<file path="src/include/pwmdb_pkg.sv">
// Package for the PWM generator with dead-band: register map, fields, reset values.
// Assumes a 32-bit APB slave decoding the low address byte.
package pwmdb_pkg;
  // Register byte offsets
  localparam logic [7:0] OFS_CTRL = 8'h00;
  localparam logic [7:0] OFS_LOAD = 8'h04;
  localparam logic [7:0] OFS_COUNT = 8'h08;
  localparam logic [7:0] OFS_CMPA = 8'h0c;
  localparam logic [7:0] OFS_CMPB = 8'h10;
  localparam logic [7:0] OFS_GENA = 8'h14;
  localparam logic [7:0] OFS_GENB = 8'h18;
  localparam logic [7:0] OFS_DBRISE = 8'h1c;
  localparam logic [7:0] OFS_DBFALL = 8'h20;
  localparam logic [7:0] OFS_OUTCTL = 8'h24;
  localparam logic [7:0] OFS_INTEN = 8'h28;
  localparam logic [7:0] OFS_INTSTAT = 8'h2c;
  localparam logic [7:0] OFS_STATUS = 8'h30;
  // Control register fields
  localparam int CTRL_RUN = 0;
  localparam int CTRL_UPDOWN = 1;
  localparam int CTRL_LOAD_SYNC = 2;
  localparam int CTRL_CMP_SYNC = 3;
  localparam int CTRL_DB_EN = 4;
  localparam int CTRL_W = 5;
  // Output control fields
  localparam int OUT_EN_A = 0;
  localparam int OUT_EN_B = 1;
  localparam int OUT_INV_A = 2;
  localparam int OUT_INV_B = 3;
  localparam int OUT_FLT_A = 4;
  localparam int OUT_FLT_B = 5;
  localparam int OUT_W = 6;
  // Event bit positions, lowest priority first
  localparam int EVT_ZERO = 0;
  localparam int EVT_LOAD = 1;
  localparam int EVT_CA_UP = 2;
  localparam int EVT_CA_DN = 3;
  localparam int EVT_CB_UP = 4;
  localparam int EVT_CB_DN = 5;
  localparam int EVT_N = 6;
  // Generator action codes, two bits per event
  localparam logic [1:0] ACT_NONE = 2'h0;
  localparam logic [1:0] ACT_TOGGLE = 2'h1;
  localparam logic [1:0] ACT_LOW = 2'h2;
  localparam logic [1:0] ACT_HIGH = 2'h3;
  // Reset values
  localparam logic [CTRL_W-1:0] RST_CTRL = 5'h00;
  localparam logic [15:0] RST_LOAD = 16'hffff;
  localparam logic [15:0] RST_CMP = 16'h0000;
  localparam logic [2*EVT_N-1:0] RST_GEN = 12'h000;
  localparam logic [OUT_W-1:0] RST_OUTCTL = 6'h00;
  localparam logic [EVT_N-1:0] RST_EVT = 6'h00;
endpackage

</file>
<file path="src/rtl/pwmdb_top.sv">
// PWM generator with dead-band, output control, fault shutdown and an APB register file.
// Assumes APB3 master on pclk; fault_in synchronous to pclk.
//
// Local design decisions: the APB register port and the register offsets.
`timescale 1ns/1ps
`default_nettype none
// Summary of operation
// - One generator plus output control; generator reaches pins only via output control.
// - A 16-bit counter counts down only or up then down.
// - Two comparators each compare their own value with the running count.
// - Two outputs may be shaped independently from counter and comparator events.
// - Alternatively one complementary pair with dead-band so both are never active.
// - Output control applies normal or inverted polarity per signal.
// - Output control enables or withholds each signal at its pin.
// - A fault input shuts the outputs down without software help.
// - Counter and comparator events raise an interrupt to the processor.
// - 16-bit load value sets period; updates may wait for counter zero.
// - Counter emits zero and load-value events for waveform construction.
// - Each comparator emits a match event; updates may wait for counter zero.
// - Dead-band stage can be bypassed, passing both signals unchanged.
module pwmdb_top #(
  parameter int unsigned CW = 16,
  parameter int unsigned DW = 12
) (
  input wire logic pclk,
  input wire logic presetn,
  input wire logic psel,
  input wire logic penable,
  input wire logic pwrite,
  input wire logic [7:0] paddr,
  input wire logic [31:0] pwdata,
  output logic [31:0] prdata,
  output logic pready,
  output logic pslverr,
  input wire logic fault_in,
  output logic pwm_a,
  output logic pwm_b,
  output logic irq
);
  localparam int EN = pwmdb_pkg::EVT_N;

  // Register state
  logic [pwmdb_pkg::CTRL_W-1:0] ctrl_q, ctrl_d;
  logic [CW-1:0] load_sh_q, load_sh_d, load_act_q, load_act_d;
  logic [CW-1:0] cmpa_sh_q, cmpa_sh_d, cmpa_act_q, cmpa_act_d;
  logic [CW-1:0] cmpb_sh_q, cmpb_sh_d, cmpb_act_q, cmpb_act_d;
  logic [2*EN-1:0] gena_q, gena_d, genb_q, genb_d;
  logic [DW-1:0] dbr_q, dbr_d, dbf_q, dbf_d;
  logic [pwmdb_pkg::OUT_W-1:0] outc_q, outc_d;
  logic [EN-1:0] inten_q, inten_d, stat_q, stat_d;
  // Bus answer state
  logic pready_q, pready_d, pslverr_q, pslverr_d;
  logic [31:0] prdata_q, prdata_d;
  // Generator and output state
  logic sig_a_q, sig_a_d, sig_b_q, sig_b_d;
  logic pwm_a_q, pwm_a_d, pwm_b_q, pwm_b_d, irq_q, irq_d;
  logic flt_q, flt_d;
  // Datapath wires
  logic [CW-1:0] cnt;
  logic cnt_up, at_zero, at_load, run, boundary;
  logic [EN-1:0] evt;
  logic db_hi, db_lo, pre_a, pre_b;
  logic wr_en, rd_phase;
  logic [31:0] rsel;
  logic rhit;

  // Applies the actions of every event in priority order; last event wins
  function automatic logic gen_apply(input logic cur, input logic [2*EN-1:0] acts,
                                     input logic [EN-1:0] ev);
    logic v;
    v = cur;
    for (int i = 0; i < EN; i++) begin
      if (ev[i]) begin
        unique case (acts[2*i +: 2])
          pwmdb_pkg::ACT_NONE: v = v;
          pwmdb_pkg::ACT_TOGGLE: v = ~v;
          pwmdb_pkg::ACT_LOW: v = 1'b0;
          pwmdb_pkg::ACT_HIGH: v = 1'b1;
        endcase
      end
    end
    return v;
  endfunction

  assign run = ctrl_q[pwmdb_pkg::CTRL_RUN];

  pwmdb_counter #(.CW(CW)) u_counter (
    .pclk(pclk),
    .presetn(presetn),
    .run(run),
    .updown(ctrl_q[pwmdb_pkg::CTRL_UPDOWN]),
    .load_val(load_act_q),
    .cnt(cnt),
    .count_up(cnt_up),
    .at_zero(at_zero),
    .at_load(at_load)
  );

  // Counter and comparator events, only while running
  always_comb begin
    evt = '0;
    if (run) begin
      evt[pwmdb_pkg::EVT_ZERO] = at_zero;
      evt[pwmdb_pkg::EVT_LOAD] = at_load;
      evt[pwmdb_pkg::EVT_CA_UP] = (cnt == cmpa_act_q) && cnt_up;
      evt[pwmdb_pkg::EVT_CA_DN] = (cnt == cmpa_act_q) && !cnt_up;
      evt[pwmdb_pkg::EVT_CB_UP] = (cnt == cmpb_act_q) && cnt_up;
      evt[pwmdb_pkg::EVT_CB_DN] = (cnt == cmpb_act_q) && !cnt_up;
    end
  end
  // Synchronised updates land when the counter is at zero, or at once while stopped
  assign boundary = !run || at_zero;

  // APB phases: one wait state, so pready and prdata come from flops
  assign rd_phase = psel && penable && !pready_q;
  assign wr_en = psel && penable && pready_q && pwrite && !pslverr_q;

  // Read mux and address decode
  always_comb begin
    rsel = 32'h0000_0000;
    rhit = 1'b1;
    unique case (paddr)
      pwmdb_pkg::OFS_CTRL: rsel[pwmdb_pkg::CTRL_W-1:0] = ctrl_q;
      pwmdb_pkg::OFS_LOAD: rsel[CW-1:0] = load_sh_q;
      pwmdb_pkg::OFS_COUNT: rsel[CW-1:0] = cnt;
      pwmdb_pkg::OFS_CMPA: rsel[CW-1:0] = cmpa_sh_q;
      pwmdb_pkg::OFS_CMPB: rsel[CW-1:0] = cmpb_sh_q;
      pwmdb_pkg::OFS_GENA: rsel[2*EN-1:0] = gena_q;
      pwmdb_pkg::OFS_GENB: rsel[2*EN-1:0] = genb_q;
      pwmdb_pkg::OFS_DBRISE: rsel[DW-1:0] = dbr_q;
      pwmdb_pkg::OFS_DBFALL: rsel[DW-1:0] = dbf_q;
      pwmdb_pkg::OFS_OUTCTL: rsel[pwmdb_pkg::OUT_W-1:0] = outc_q;
      pwmdb_pkg::OFS_INTEN: rsel[EN-1:0] = inten_q;
      pwmdb_pkg::OFS_INTSTAT: rsel[EN-1:0] = stat_q;
      pwmdb_pkg::OFS_STATUS: rsel[0] = flt_q;
      default: rhit = 1'b0;
    endcase
  end

  // Bus answer next state
  always_comb begin
    pready_d = rd_phase;
    pslverr_d = rd_phase && !rhit;
    prdata_d = prdata_q;
    if (rd_phase) begin
      prdata_d = (pwrite || !rhit) ? 32'h0000_0000 : rsel;
    end
  end

  // Register writes and shadow-to-active transfers
  always_comb begin
    ctrl_d = ctrl_q;
    load_sh_d = load_sh_q;
    cmpa_sh_d = cmpa_sh_q;
    cmpb_sh_d = cmpb_sh_q;
    gena_d = gena_q;
    genb_d = genb_q;
    dbr_d = dbr_q;
    dbf_d = dbf_q;
    outc_d = outc_q;
    inten_d = inten_q;
    stat_d = stat_q;
    if (wr_en) begin
      unique case (paddr)
        pwmdb_pkg::OFS_CTRL: ctrl_d = pwdata[pwmdb_pkg::CTRL_W-1:0];
        pwmdb_pkg::OFS_LOAD: load_sh_d = pwdata[CW-1:0];
        pwmdb_pkg::OFS_CMPA: cmpa_sh_d = pwdata[CW-1:0];
        pwmdb_pkg::OFS_CMPB: cmpb_sh_d = pwdata[CW-1:0];
        pwmdb_pkg::OFS_GENA: gena_d = pwdata[2*EN-1:0];
        pwmdb_pkg::OFS_GENB: genb_d = pwdata[2*EN-1:0];
        pwmdb_pkg::OFS_DBRISE: dbr_d = pwdata[DW-1:0];
        pwmdb_pkg::OFS_DBFALL: dbf_d = pwdata[DW-1:0];
        pwmdb_pkg::OFS_OUTCTL: outc_d = pwdata[pwmdb_pkg::OUT_W-1:0];
        pwmdb_pkg::OFS_INTEN: inten_d = pwdata[EN-1:0];
        pwmdb_pkg::OFS_INTSTAT: stat_d = stat_q & ~pwdata[EN-1:0];
        default: ctrl_d = ctrl_q;
      endcase
    end
    // Set beats a clear in the same cycle
    stat_d = stat_d | evt;
    // Active copies follow the shadow at once or only at the boundary
    load_act_d = load_act_q;
    if (!ctrl_q[pwmdb_pkg::CTRL_LOAD_SYNC] || boundary) begin
      load_act_d = load_sh_q;
    end
    cmpa_act_d = cmpa_act_q;
    cmpb_act_d = cmpb_act_q;
    if (!ctrl_q[pwmdb_pkg::CTRL_CMP_SYNC] || boundary) begin
      cmpa_act_d = cmpa_sh_q;
      cmpb_act_d = cmpb_sh_q;
    end
  end

  // Waveform construction; a stopped generator rests low
  always_comb begin
    sig_a_d = run ? gen_apply(sig_a_q, gena_q, evt) : 1'b0;
    sig_b_d = run ? gen_apply(sig_b_q, genb_q, evt) : 1'b0;
  end

  // Pair derives from signal A alone; signal B is dropped in pair mode
  pwmdb_deadband #(.DW(DW)) u_deadband (
    .pclk(pclk),
    .presetn(presetn),
    .in_sig(sig_a_q),
    .rise_dly(dbr_q),
    .fall_dly(dbf_q),
    .out_hi(db_hi),
    .out_lo(db_lo)
  );

  // Dead-band or bypass, then output control straight into the pin flops
  always_comb begin
    pre_a = ctrl_q[pwmdb_pkg::CTRL_DB_EN] ? db_hi : sig_a_q;
    pre_b = ctrl_q[pwmdb_pkg::CTRL_DB_EN] ? db_lo : sig_b_q;
    flt_d = fault_in;
    // Fault acts on the raw input, so shutdown costs one edge only
    if (fault_in && outc_q[pwmdb_pkg::OUT_FLT_A]) begin
      pwm_a_d = 1'b0;
    end else begin
      pwm_a_d = outc_q[pwmdb_pkg::OUT_EN_A] && (pre_a ^ outc_q[pwmdb_pkg::OUT_INV_A]);
    end
    if (fault_in && outc_q[pwmdb_pkg::OUT_FLT_B]) begin
      pwm_b_d = 1'b0;
    end else begin
      pwm_b_d = outc_q[pwmdb_pkg::OUT_EN_B] && (pre_b ^ outc_q[pwmdb_pkg::OUT_INV_B]);
    end
    irq_d = |(stat_d & inten_d);
  end

  // Register file state registers
  always_ff @(posedge pclk or negedge presetn) begin
    if (!presetn) begin
      ctrl_q <= pwmdb_pkg::RST_CTRL;
      load_sh_q <= pwmdb_pkg::RST_LOAD;
      load_act_q <= pwmdb_pkg::RST_LOAD;
      cmpa_sh_q <= pwmdb_pkg::RST_CMP;
      cmpa_act_q <= pwmdb_pkg::RST_CMP;
      cmpb_sh_q <= pwmdb_pkg::RST_CMP;
      cmpb_act_q <= pwmdb_pkg::RST_CMP;
      gena_q <= pwmdb_pkg::RST_GEN;
      genb_q <= pwmdb_pkg::RST_GEN;
      dbr_q <= '0;
      dbf_q <= '0;
      outc_q <= pwmdb_pkg::RST_OUTCTL;
      inten_q <= pwmdb_pkg::RST_EVT;
      stat_q <= pwmdb_pkg::RST_EVT;
    end else begin
      ctrl_q <= ctrl_d;
      load_sh_q <= load_sh_d;
      load_act_q <= load_act_d;
      cmpa_sh_q <= cmpa_sh_d;
      cmpa_act_q <= cmpa_act_d;
      cmpb_sh_q <= cmpb_sh_d;
      cmpb_act_q <= cmpb_act_d;
      gena_q <= gena_d;
      genb_q <= genb_d;
      dbr_q <= dbr_d;
      dbf_q <= dbf_d;
      outc_q <= outc_d;
      inten_q <= inten_d;
      stat_q <= stat_d;
    end
  end

  // Bus answer registers; the answer always comes one wait state late
  always_ff @(posedge pclk or negedge presetn) begin
    if (!presetn) begin
      pready_q <= 1'b0;
      pslverr_q <= 1'b0;
      prdata_q <= 32'h0000_0000;
    end else begin
      pready_q <= pready_d;
      pslverr_q <= pslverr_d;
      prdata_q <= prdata_d;
    end
  end

  // Generated waveform registers
  always_ff @(posedge pclk or negedge presetn) begin
    if (!presetn) begin
      sig_a_q <= 1'b0;
      sig_b_q <= 1'b0;
    end else begin
      sig_a_q <= sig_a_d;
      sig_b_q <= sig_b_d;
    end
  end

  // Pin registers; every pin leaves straight from a flop
  always_ff @(posedge pclk or negedge presetn) begin
    if (!presetn) begin
      pwm_a_q <= 1'b0;
      pwm_b_q <= 1'b0;
      irq_q <= 1'b0;
      flt_q <= 1'b0;
    end else begin
      pwm_a_q <= pwm_a_d;
      pwm_b_q <= pwm_b_d;
      irq_q <= irq_d;
      flt_q <= flt_d;
    end
  end

  assign prdata = prdata_q;
  assign pready = pready_q;
  assign pslverr = pslverr_q;
  assign pwm_a = pwm_a_q;
  assign pwm_b = pwm_b_q;
  assign irq = irq_q;
endmodule
`default_nettype wire

</file>
<file path="src/rtl/pwmdb_counter.sv">
// Period counter of the PWM generator: down-only or up/down, with zero and load events.
// Assumes one clock; the load value is the active (already synchronised) copy.
`timescale 1ns/1ps
`default_nettype none
module pwmdb_counter #(
  parameter int unsigned CW = 16
) (
  input wire logic pclk,
  input wire logic presetn,
  input wire logic run,
  input wire logic updown,
  input wire logic [CW-1:0] load_val,
  output logic [CW-1:0] cnt,
  output logic count_up,
  output logic at_zero,
  output logic at_load
);
  localparam logic [CW-1:0] ONE = {{(CW-1){1'b0}}, 1'b1};
  logic [CW-1:0] cnt_q, cnt_d;
  logic up_q, up_d;

  // Next count; a stopped counter parks where its next period starts
  always_comb begin
    cnt_d = cnt_q;
    up_d = up_q;
    if (!run) begin
      cnt_d = updown ? '0 : load_val;
      up_d = updown;
    end else if (!updown) begin
      up_d = 1'b0;
      cnt_d = (cnt_q == '0) ? load_val : cnt_q - ONE;
    end else if (up_q) begin
      // Turn at the load value; >= guards a load value lowered mid-count
      if (cnt_q >= load_val) begin
        up_d = 1'b0;
        cnt_d = (cnt_q == '0) ? '0 : cnt_q - ONE;
      end else begin
        cnt_d = cnt_q + ONE;
      end
    end else begin
      if (cnt_q == '0) begin
        up_d = 1'b1;
        cnt_d = (load_val == '0) ? '0 : ONE;
      end else begin
        cnt_d = cnt_q - ONE;
      end
    end
  end

  always_ff @(posedge pclk or negedge presetn) begin
    if (!presetn) begin
      cnt_q <= '0;
      up_q <= 1'b0;
    end else begin
      cnt_q <= cnt_d;
      up_q <= up_d;
    end
  end

  assign cnt = cnt_q;
  assign count_up = up_q;
  // Counter events for waveform construction
  assign at_zero = (cnt_q == '0);
  assign at_load = (cnt_q == load_val);
endmodule
`default_nettype wire

</file>
<file path="src/rtl/pwmdb_deadband.sv">
// Dead-band stage: turns one generated signal into a non-overlapping complementary pair.
// Assumes delays are static while the input toggles; a change is compared at once against the running count.
`timescale 1ns/1ps
`default_nettype none
module pwmdb_deadband #(
  parameter int unsigned DW = 12
) (
  input wire logic pclk,
  input wire logic presetn,
  input wire logic in_sig,
  input wire logic [DW-1:0] rise_dly,
  input wire logic [DW-1:0] fall_dly,
  output logic out_hi,
  output logic out_lo
);
  localparam logic [DW-1:0] ONE = {{(DW-1){1'b0}}, 1'b1};
  logic prev_q, prev_d;
  logic [DW-1:0] cnt_q, cnt_d;
  logic hi_q, hi_d;
  logic lo_q, lo_d;
  logic stable;
  logic [DW-1:0] elapsed;

  // The side being left drops at once on any edge, so they never overlap
  always_comb begin
    stable = (in_sig == prev_q);
    // Cycles since the last input edge; the edge cycle itself counts as zero
    elapsed = stable ? cnt_q : '0;
    prev_d = in_sig;
    cnt_d = cnt_q;
    if (!stable) begin
      cnt_d = ONE;
    end else if (cnt_q != '1) begin
      cnt_d = cnt_q + ONE; // Saturates; delays stay within DW bits
    end
    // A zero delay passes the edge with no lost cycle
    hi_d = in_sig && (elapsed >= rise_dly);
    lo_d = !in_sig && (elapsed >= fall_dly);
  end

  always_ff @(posedge pclk or negedge presetn) begin
    if (!presetn) begin
      prev_q <= 1'b0;
      cnt_q <= '0;
      hi_q <= 1'b0;
      lo_q <= 1'b0;
    end else begin
      prev_q <= prev_d;
      cnt_q <= cnt_d;
      hi_q <= hi_d;
      lo_q <= lo_d;
    end
  end

  assign out_hi = hi_q;
  assign out_lo = lo_q;
endmodule
`default_nettype wire

</file>
<file path="config.mk">
export PLATFORM = sky130hd
export DESIGN_NAME = pwmdb_top
export DESIGN_NICKNAME = d
export VERILOG_FILES = /design/src/include/pwmdb_pkg.sv /design/src/rtl/pwmdb_top.sv /design/src/rtl/pwmdb_counter.sv /design/src/rtl/pwmdb_deadband.sv
export SDC_FILE = /design/constraint.sdc
export NUM_CORES = 1
export LEC_CHECK = 0
export BUFFER_PORTS_ARGS = -buffer_cell sky130_fd_sc_hd__buf_2
export CORE_MARGIN = 3
export CORE_UTILIZATION = 40
export DETAILED_ROUTE_END_ITERATION = 16
export PLACE_DENSITY = 0.67
export SYNTH_ARGS = -nofsm -noshare
export SYNTH_HDL_FRONTEND = slang
export SYNTH_SLANG_ARGS = --single-unit
</file>
<file path="constraint.sdc">
create_clock -name pclk -period 8.3 [get_ports pclk]
set_clock_uncertainty 0.05 [all_clocks]
set_input_delay 1.245 -clock pclk [delete_from_list [all_inputs] [get_ports pclk]]
set_output_delay 1.245 -clock pclk [all_outputs]
set_load 0.01 [all_outputs]
</file>
# Word level (Yosys, flattened, before mapping)
# Cells that the tools add are included.
# Widths: inputs -> output; s select.
# totals
out_inout_bits	37
ff_bits	239
wordCells	220
inputBits	46
# op_classes
n_eq_ne	54
bitwise	18
mux	59
reduce_logical	54
magnitude_cmp	3
addsub	3
# ops
op	n
$mux 16	9
$eq 16x16->1	3
$eq 2x2->1 const B	24
$pmux 1 s4	12
$pmux 4 s12	1
$pmux 6 s8	1
$eq 8x6->1 const B	5
$mux 12	3
$eq 8x5->1 const B	4
$logic_not 16->1	2
$mux 6	5
$mux 1	25
$eq 2x1->1 const B	12
$ge 12x12->1	2
$logic_not 2->1	12
$reduce_and 2->1	9
$add 16x1->16 const B	1
$eq 8x4->1 const B	2
$ge 16x16->1	1
$logic_and 1x1->1	16
$pmux 4 s4	1
$sub 16x1->16 const B	1
$pmux 1 s13	1
$reduce_or 13->1	1
other kinds (15)	38

# Logic depth before layout (Yosys ltp)
# Gate-level depths: netlist of run 1.
# logic_depth
depth_word	20
depth_mapped	14
ltp_nobuf	12

# By module
# A second synthesis of run 1 with hierarchy kept.
# unflattened
cells_unflattened	1151
area_unflattened_um2	12674.7
# by_module_without_submodules
module	instances	cells_per_inst	seq_area_each_um2	area_each_um2
pwmdb_top	1	722	4819.6	9056.2
pwmdb_counter	1	258	425.4	2150.8
pwmdb_deadband	1	171	375.4	1467.7

# Worst setup path before layout of run 1
# OpenSTA, ideal clock, no wires.
# synth_path
path_type	register to register
start	reg u_counter.cnt_q[0] (netlist: u_counter.cnt[0])
end	reg u_counter.cnt_q[15] (netlist: u_counter.cnt[15])
n_path_buf	2
required_time_ns	8.124
setup_slack_ns	4.907
stages_incl_launch_ff	14
setup_ns	0.126
t_arrival_ns	3.217
synth_period_minus_slack_ns	3.393
path_cell_list	dfrtp_1 -> clkbuf_1 -> inv_1 -> ha_1 -> nand4_1 -> o21ai_1 -> a221o_1 -> a31oi_1 -> o21ai_2 -> or3_1 -> buf_6 -> or4_4 -> a21boi_0 -> a311o_1
# synth_via
elab_chain_len	6
word_cells_on_any_way	11
classes_between	add/sub (2); order compare (1); mux (7); reduce/logical (1)
# synth_lines
item	line_no	source
start, declared	pwmdb_counter.sv:19	logic [CW-1:0] cnt_q, cnt_d;
start signal, assigned	pwmdb_counter.sv:55	cnt_q <= cnt_d;
$sub 16x1->16 or $logic_not 16->1 (tied branches)	--	
$mux 16	pwmdb_counter.sv:36	cnt_d = (cnt_q == '0) ? '0 : cnt_q - ONE;
$mux 16	pwmdb_counter.sv:34	if (cnt_q >= load_val) begin
$mux 16	pwmdb_counter.sv:32	end else if (up_q) begin
$mux 16 (*)	pwmdb_counter.sv:29	end else if (!updown) begin
$mux 16 (*)	pwmdb_counter.sv:26	if (!run) begin
named net u_counter.cnt_d[15]	pwmdb_counter.sv:19	
# The timed path passes the listed nets; every way through them passes the cells marked *.
# A chain may end at the register's enable or synchronous reset.

# Final worst setup path of run 1
# layout_path
start	reg u_counter.cnt_q[0] (netlist: u_counter.cnt[0])
end	reg sig_b_q
# layout_via
elab_chain_len	19
word_cells_on_any_way	26
classes_between	eq/ne (3); mux (13); bitwise (5); reduce/logical (5)
# layout_lines
item	line_no	source
$logic_not 16->1	pwmdb_counter.sv:63	assign at_zero = (cnt_q == '0);
$mux 6 (*)	pwmdb_top.sv:102	if (run) begin
$mux 1	pwmdb_top.sv:73	if (ev[i]) begin
$not 1->1	pwmdb_top.sv:76	pwmdb_pkg::ACT_TOGGLE: v = ~v;
$pmux 1 s4	pwmdb_top.sv:74	unique case (acts[2*i +: 2])
$mux 1	pwmdb_top.sv:73	
$not 1->1	pwmdb_top.sv:76	
$pmux 1 s4	pwmdb_top.sv:74	
(+4 left out)	--	
$not 1->1	pwmdb_top.sv:76	
$pmux 1 s4	pwmdb_top.sv:74	
$mux 1	pwmdb_top.sv:73	
$not 1->1	pwmdb_top.sv:76	
$pmux 1 s4	pwmdb_top.sv:74	
$mux 1 (*)	pwmdb_top.sv:73	
$mux 1 (*)	pwmdb_top.sv:197	sig_b_d = run ? gen_apply(sig_b_q, genb_q, evt) : 1'b0;
named net sig_b_d	pwmdb_top.sv:55	logic sig_a_q, sig_a_d, sig_b_q, sig_b_d;
end signal, assigned	pwmdb_top.sv:285	sig_b_q <= sig_b_d;
end, declared	pwmdb_top.sv:55	
# Marked as above.

==> results of run 1 <==
-- cell families after synthesis --
group           count (synthesis)  share of synthesized area, %
mux                           125                          11.6
other cells                     1                        0.0306
buf+inv                       134                          4.88
simple gates                  319                          12.7
compound gates                279                          15.9
fa+ha+maj                      44                          4.49
flops                         223                          45.9
xor+xnor                       62                          4.43
-- final cells by class --
cell class | instances | area [um^2]
inverters | 52 | 195
multi-input cells | 845 | 6130
well taps | 390 | 488
clock buffers | 36 | 728
clock inverters | 12 | 178
fillers | 2759 | 16200
flip-flops and latches | 223 | 5620
repair buffers | 66 | 380
-- critical path: cells and delay by family, from the launching register on --
family / cells / cell delay (ns)
AND/OR/NAND/NOR: 3 / 1.44
AO/OA/AOI/OAI: 6 / 1.33
flip-flops: 1 / 0.57
adder cells (fa/ha/maj): 1 / 0.33
buffers and inverters: 1 / 0.21
-- path summary, 6_finish.rpt --
kind                                  start          endpoint  slack (ns)  cells after the start
max                        u_counter.cnt[0]           sig_b_q        4.28                     11
max reg2reg                u_counter.cnt[0]           sig_b_q        4.28                     11
max in group asynchronous           presetn     cmpa_act_q[4]        6.13                      2
min                               prdata[0]         prdata[0]        0.42                      2
min reg2reg                       prdata[0]         prdata[0]        0.42                      2
min in group asynchronous           presetn  u_counter.cnt[5]        0.66                      1
-- flip-flops by register name, summed over array words and instances (netlist names), 5 cells and up --
signal / count
cmpa_act_q: 16
cmpa_sh_q: 16
cmpb_act_q: 16
cmpb_sh_q: 16
ctrl_q: 5
dbf_q: 12
dbr_q: 12
gena_q: 12
genb_q: 12
inten_q: 6
load_act_q: 16
load_sh_q: 16
outc_q: 6
prdata: 16
stat_q: 6
u_counter.cnt: 16
u_deadband.cnt_q: 12
-- metal layers --
metal  wire length (um)  global-route usage [%]  vias to the layer above
met3               2200                    2.88                       67
met2              16200                    33.8                      355
li1                   -                       -                     4375
met5                  0                       0                        -
met4               1070                    6.67                        0
met1              14300                    27.4                     4711
-- power by group through the flow --
stage	clock (mW)	combinational [mW]	sequential (mW)
after global routing	1.27	0.684	1.34
final	1.20	0.605	1.33
after global placement	0	0.582	1.34
after CTS	1.22	0.607	1.33
after detailed placement	0	0.602	1.34
after floorplan	0	0.567	1.21
-- Yosys cell counts, types with 14 or more instances --
cell type	n	area share [%]
buf_4	16	0.98
inv_1	51	1.6
and2_1	15	0.77
mux2_2	115	11
dfstp_2	32	6.9
nand4_1	20	1.0
nor4_1	18	0.92
ha_1	44	4.5
nor2_1	62	1.9
nand3_1	23	0.94
clkbuf_1	50	1.5
dfrtp_1	191	39
xnor2_1	18	1.3
a21oi_1	26	1.1
a22oi_1	31	1.9
nor3_1	25	1.0
nand2_1	112	3.4
o21ai_0	70	2.9
xor2_1	44	3.1
a21o_1	29	1.8
a222oi_1	21	1.7
a31oi_1	14	0.71
-- through the flow --
stage / hold WS (ns) / utilization [%] / worst slack (ns) / total power, mW / instances
5_1_grt: 0.451 / 45.9 / 4.13 / 3.29 / 1624
4_1_cts: 0.432 / 45.9 / 4.36 / 3.16 / 1624
2_1_floorplan: 0.322 / - / 4.91 / 1.78 / 1202
6_report: 0.423 / 45.9 / 4.28 / 3.14 / 1624
3_5_place_dp: 0.418 / 42.9 / 4.31 / 1.95 / 1576
3_3_place_gp: 0.410 / 42.9 / 4.40 / 1.92 / 1576
==> impl_metrics.ini, run 1 <==
[clocking]
cts_buffers = 26
holdBufCountCts = 0
htree_levels = 1
insertion_delay_ns = 0.54
cts_buffer_depth = 3
cts_setup_buffers = 0
cts_sinks = 223
clock-root-buffer = clkbuf_16
cts_resized = 0
clk_pin_slew_ns = 0.06
cts_tree = yes

[global_route]
grt_max_degree = 84
grt_pass1_vias = 9481
grt_pass1_wl_um = 53500
grt_antenna_before_repair = 0
overflow = 0
grtUsageTotal_pct = 20.3

[logic_synthesis]
ys_async_sr_fraction_pct = 100
synthFlopType = dfrtp_1
yosys_warnings = 0
seq_area_frac_synth_pct = 45.9
synth-seq-cells = 223
synth_area_um2 = 12300
synth_area_per_cell_um2 = 10.3
yosysUniqueCellTypes = 79
netlist_instances = 1187
synth_edf_count = 0

[power]
power.share.clock_pct = 38.3
peakVddDrop_v = 0.000194
power.switching_mw = 0.970
p_comb_share_pct = 19.3
power_frac_seq_pct = 42.4
p_int_mw = 2.17
p_per_area_nw_per_um2 = 229
leakagePower_nw = 6.38
swShare_pct = 30.9

[timing]
period_minus_slack_ns = 4.02
tightest_slew_ns = 1.20
slew_headroom_pct = 19.6
hold_viol = 0
fmax_ghz = 0.249
rsz0062_at_grt = false
finalSetupViolCount = 0
period_share_pct = 48.5
maxSlewViolCount = 0
fin_tns_setup_ns = 0

[final_layout]
layout.nets = 1304
layout_commonest_cell = dfrtp_1
final_area_um2 = 13700
antenna_cells = 0
syn2layout_area_growth_pct = 12.0
final_layout_size_suffix_gt1_share_pct = 22.2
layout_common_cells = dfrtp_1, mux2_2, nand2_1

[floorplan]
dieHeight_um = 181
start_util_pct = 41.0
io-pin-count = 83
core_area_um2 = 29900
die_area_um2 = 32800
num_rows = 63
die_w_um = 181

[worst_hold_path]
hold_class = flip-flop to flip-flop

[setup_path]
worstPathMaxFanout = 9
required_ns = 8.71
worstSetupEndpointType = flip-flop
slowest_stage = nor4_2
setup.worst_path.class = flip-flop to flip-flop
cpPeakStageDelay_ns = 0.85
crit_arrival_ns = 4.43
cp-start-kind = flip-flop
crit_chain = inv_1 -> ha_1 -> nand4_1 -> nor4_2 -> and2_1 -> o311a_1 -> o211ai_1 -> o211a_1 -> o21a_1 -> a221o_1 -> a31oi_1

[status]
outcome = complete, no violations

[place]
placed_area_um2 = 12800
gp_congestion = 0.881
io_buffers = 50
place_hpwl_um = 24300

[route]
wl_um = 33800
postRouteAntennaNets = 0
viasPerCell = 5.85
wl_per_cell_um = 20.8
drt-initial-drc-count = 891
drt-pass1-iter-count = 5
dr_total_vias = 9508
drc = 0

[run]
cap_violations = 0
No activity file was read; power rests on OpenSTA's default activity.
==> run 2, diff against run 1 <==
--- a/config.mk
+++ b/config.mk
@@ -5,11 +5,12 @@
 export SDC_FILE = /design/constraint.sdc
 export NUM_CORES = 1
 export LEC_CHECK = 0
+export ABC_AREA = 1
 export BUFFER_PORTS_ARGS = -buffer_cell sky130_fd_sc_hd__buf_2
 export CORE_MARGIN = 3
 export CORE_UTILIZATION = 40
 export DETAILED_ROUTE_END_ITERATION = 16
-export PLACE_DENSITY = 0.67
+export PLACE_DENSITY = 0.69
 export SYNTH_ARGS = -nofsm -noshare
 export SYNTH_HDL_FRONTEND = slang
 export SYNTH_SLANG_ARGS = --single-unit
==> constraint.sdc (replaced) <==
create_clock -name pclk -period 3.5 [get_ports pclk]
set_clock_uncertainty 0.05 [all_clocks]
set_input_delay 0.525 -clock pclk [delete_from_list [all_inputs] [get_ports pclk]]
set_output_delay 0.525 -clock pclk [all_outputs]
set_load 0.01 [all_outputs]
==> impl_metrics.ini, run 2 <==
[setup_path]
worstSetupEndpointType = flip-flop
cp-start-kind = flip-flop
crit_chain = inv_1 -> ha_1 -> nand2_1 -> nor2_1 -> nand2_1 -> nor2_1 -> a211oi_1 -> nand2_1 -> nor2_2 -> nand2_1 -> inv_1 -> o21ai_0 -> nand3_1 -> o21ai_0
worstPathMaxFanout = 15
slowest_stage = dfstp_2
crit_arrival_ns = 3.55
cpMostUsedCell = nand2_1
cpPeakStageDelay_ns = 0.54
setup.worst_path.class = flip-flop to flip-flop
required_ns = 3.85
r2r_slack_ns = 0.31
worst-path-buf-inv = 2
critPathTopFamily = simple AND/OR/NAND/NOR gates

[floorplan]
num_rows = 63
die_area_um2 = 33100
core_area_um2 = 30000
start_util_pct = 41.2
io-pin-count = 83
dieHeight_um = 182
die_w_um = 182

[route]
drt-pass1-iter-count = 6
wl_per_cell_um = 18.6
wl_um = 36700
drt-initial-drc-count = 1018
postRouteAntennaNets = 0
dr_total_vias = 10600
drc = 0
viasPerCell = 5.40

[timing]
period_minus_slack_ns = 3.19
fin_tns_setup_ns = 0
finalSetupViolCount = 0
tightest_slew_ns = 0.809
setup_ws_ns = 0.306
period_share_pct = 91.3
rsz0062_at_grt = false
maxSlewViolCount = 0
slew_headroom_pct = 45.9
hold_viol = 0
fmax_ghz = 0.313

[logic_synthesis]
synth-seq-cells = 223
ys_async_sr_fraction_pct = 100
synth_largest_area_cell = dfrtp_1
synth_top_family_by_area = simple AND/OR/NAND/NOR gates
synth_fa_ha_area_share_pct = 4.45
yosys.area_share.simple_pct = 20.2
yosys_warnings = 0
synth_area_per_cell_um2 = 8.22
ys_top_cells_by_area = dfrtp_1, nand2_1, o21ai_0
synth_top_cell_area_share_pct = 38.7
yosys.area_share.xor_xnor_pct = 3.19
synth_edf_count = 0
netlist_instances = 1504
synth_commonest_cells = nand2_1, o21ai_0, dfrtp_1
synthFlopType = dfrtp_1
synth_area_um2 = 12400
yosysUniqueCellTypes = 54
muxShareOfSynthArea_pct = 1.18
seq_area_frac_synth_pct = 45.5
synth-compound-area-share_pct = 16.6
synth.most_common_cell = nand2_1

[final_layout]
final_layout_size_suffix_gt1_share_pct = 14.9
fillers = 2860
layout_common_cells = nand2_1, o21ai_0, dfrtp_1
layout_commonest_cell = nand2_1
syn2layout_area_growth_pct = 12.5
antenna_cells = 0
layout.nets = 1650

[place]
io_buffers = 50
place_hpwl_um = 27400
dp_slack_ns = 0.131
gp_congestion = 0.932

[global_route]
grtUsageTotal_pct = 22.2
grt_pass1_vias = 10200
grt_antenna_before_repair = 0
overflow = 0
grt_pass1_wl_um = 58300
grt_max_degree = 81

[clocking]
cts_setup_buffers = 0
insertion_delay_ns = 0.55
htree_levels = 1
cts_buffer_depth = 3
cts_tree = yes
cts_buffers = 25
clock-root-buffer = clkbuf_16
cts_sinks = 223
clk_pin_slew_ns = 0.07

[power]
peakVddDrop_v = 0.000528
leakagePower_nw = 6.46
p_per_area_nw_per_um2 = 395

[run]
cap_violations = 0

[status]
outcome = complete, no violations

[worst_hold_path]
hold_class = primary input to flip-flop
==> run 2: per-stage QoR <==
| step | area [um^2] | power, mW | hold slack, ns | std cells | util [%] |
|---|---|---|---|---|---|
| floorplan | 12400 | 2.76 | 0.179 | 1519 | - |
| global placement | 13100 | 2.86 | 0.416 | 1922 | 43.5 |
| detailed placement | 13100 | 2.87 | 0.416 | 1922 | 43.5 |
| CTS | 13900 | 5.53 | 0.0895 | 1969 | 46.3 |
| global route | 13900 | 5.67 | 0.0900 | 1969 | 46.3 |
| finish | 13900 | 5.49 | 0.0996 | 1969 | 46.3 |
==> run 2: cell families after synthesis <==
logic type,after synthesis
multiplexers,13
buffers and inverters,252
flip-flops,223
XOR/XNOR,45
other,1
AND/OR/NAND/NOR,569
AO/OA/AOI/OAI,357
adder cells (fa/ha/maj),44
==> run 2: layout make-up <==
class	count	area, um^2	area share (%)
repair buffers	94	606	4.35
inverters	172	647	4.65
flip-flops and latches	223	5620	40.4
multi-input cells	1044	5710	41.1
well taps	390	488	3.51
clock buffers	28	657	4.72
clock inverters	18	178	1.28
==> run 2: where the power goes <==
group	leakage (nW)	total [mW]	switching [mW]	internal, mW
Sequential	2.94	2.60	0.00782	2.59
Clock	0.406	2.68	1.15	1.52
Combinational	3.11	0.219	0.165	0.0541
==> run 2: worst paths after layout <==
check                              endpoint  cells after the start      startpoint
hold reg to reg                  prdata[15]                      2      prdata[15]
setup / recovery           u_counter.cnt[8]                     14  load_act_q[11]
hold / removal                        flt_q                      1        fault_in
max in group asynchronous         stat_q[4]                      3         presetn
min in group asynchronous         ctrl_q[2]                      2         presetn
setup reg to reg           u_counter.cnt[8]                     14  load_act_q[11]
==> run 2: worst register-to-register path, cell delays in order, from the launching register on <==
cell and delay [ns]:
dfstp_2 0.54, inv_1 0.07, ha_1 0.32, nand2_1 0.10, nor2_1 0.06, nand2_1 0.12, nor2_1 0.16, a211oi_1 0.28
nand2_1 0.13, nor2_2 0.36, nand2_1 0.41, inv_1 0.16, o21ai_0 0.10, nand3_1 0.08, o21ai_0 0.09
==> run 2: repair_timing <==
| action | in CTS | in global routing |
|---|---|---|
| hold buffers | 1 | 0 |
| endpoints found under the setup margin | 0 | 8 |
| gates resized for setup | 0 | 1 |
| hold endpoints to repair | 71 | 0 |
==> run 2: routing by layer <==
metal	up-vias	global-route usage (%)	share of wire, %
li1	5091	-	-
met1	5040	32.3	45
met2	428	33.5	44
met3	71	3.39	7.6
met4	2	8.10	3.7
met5	-	1.04	0.13
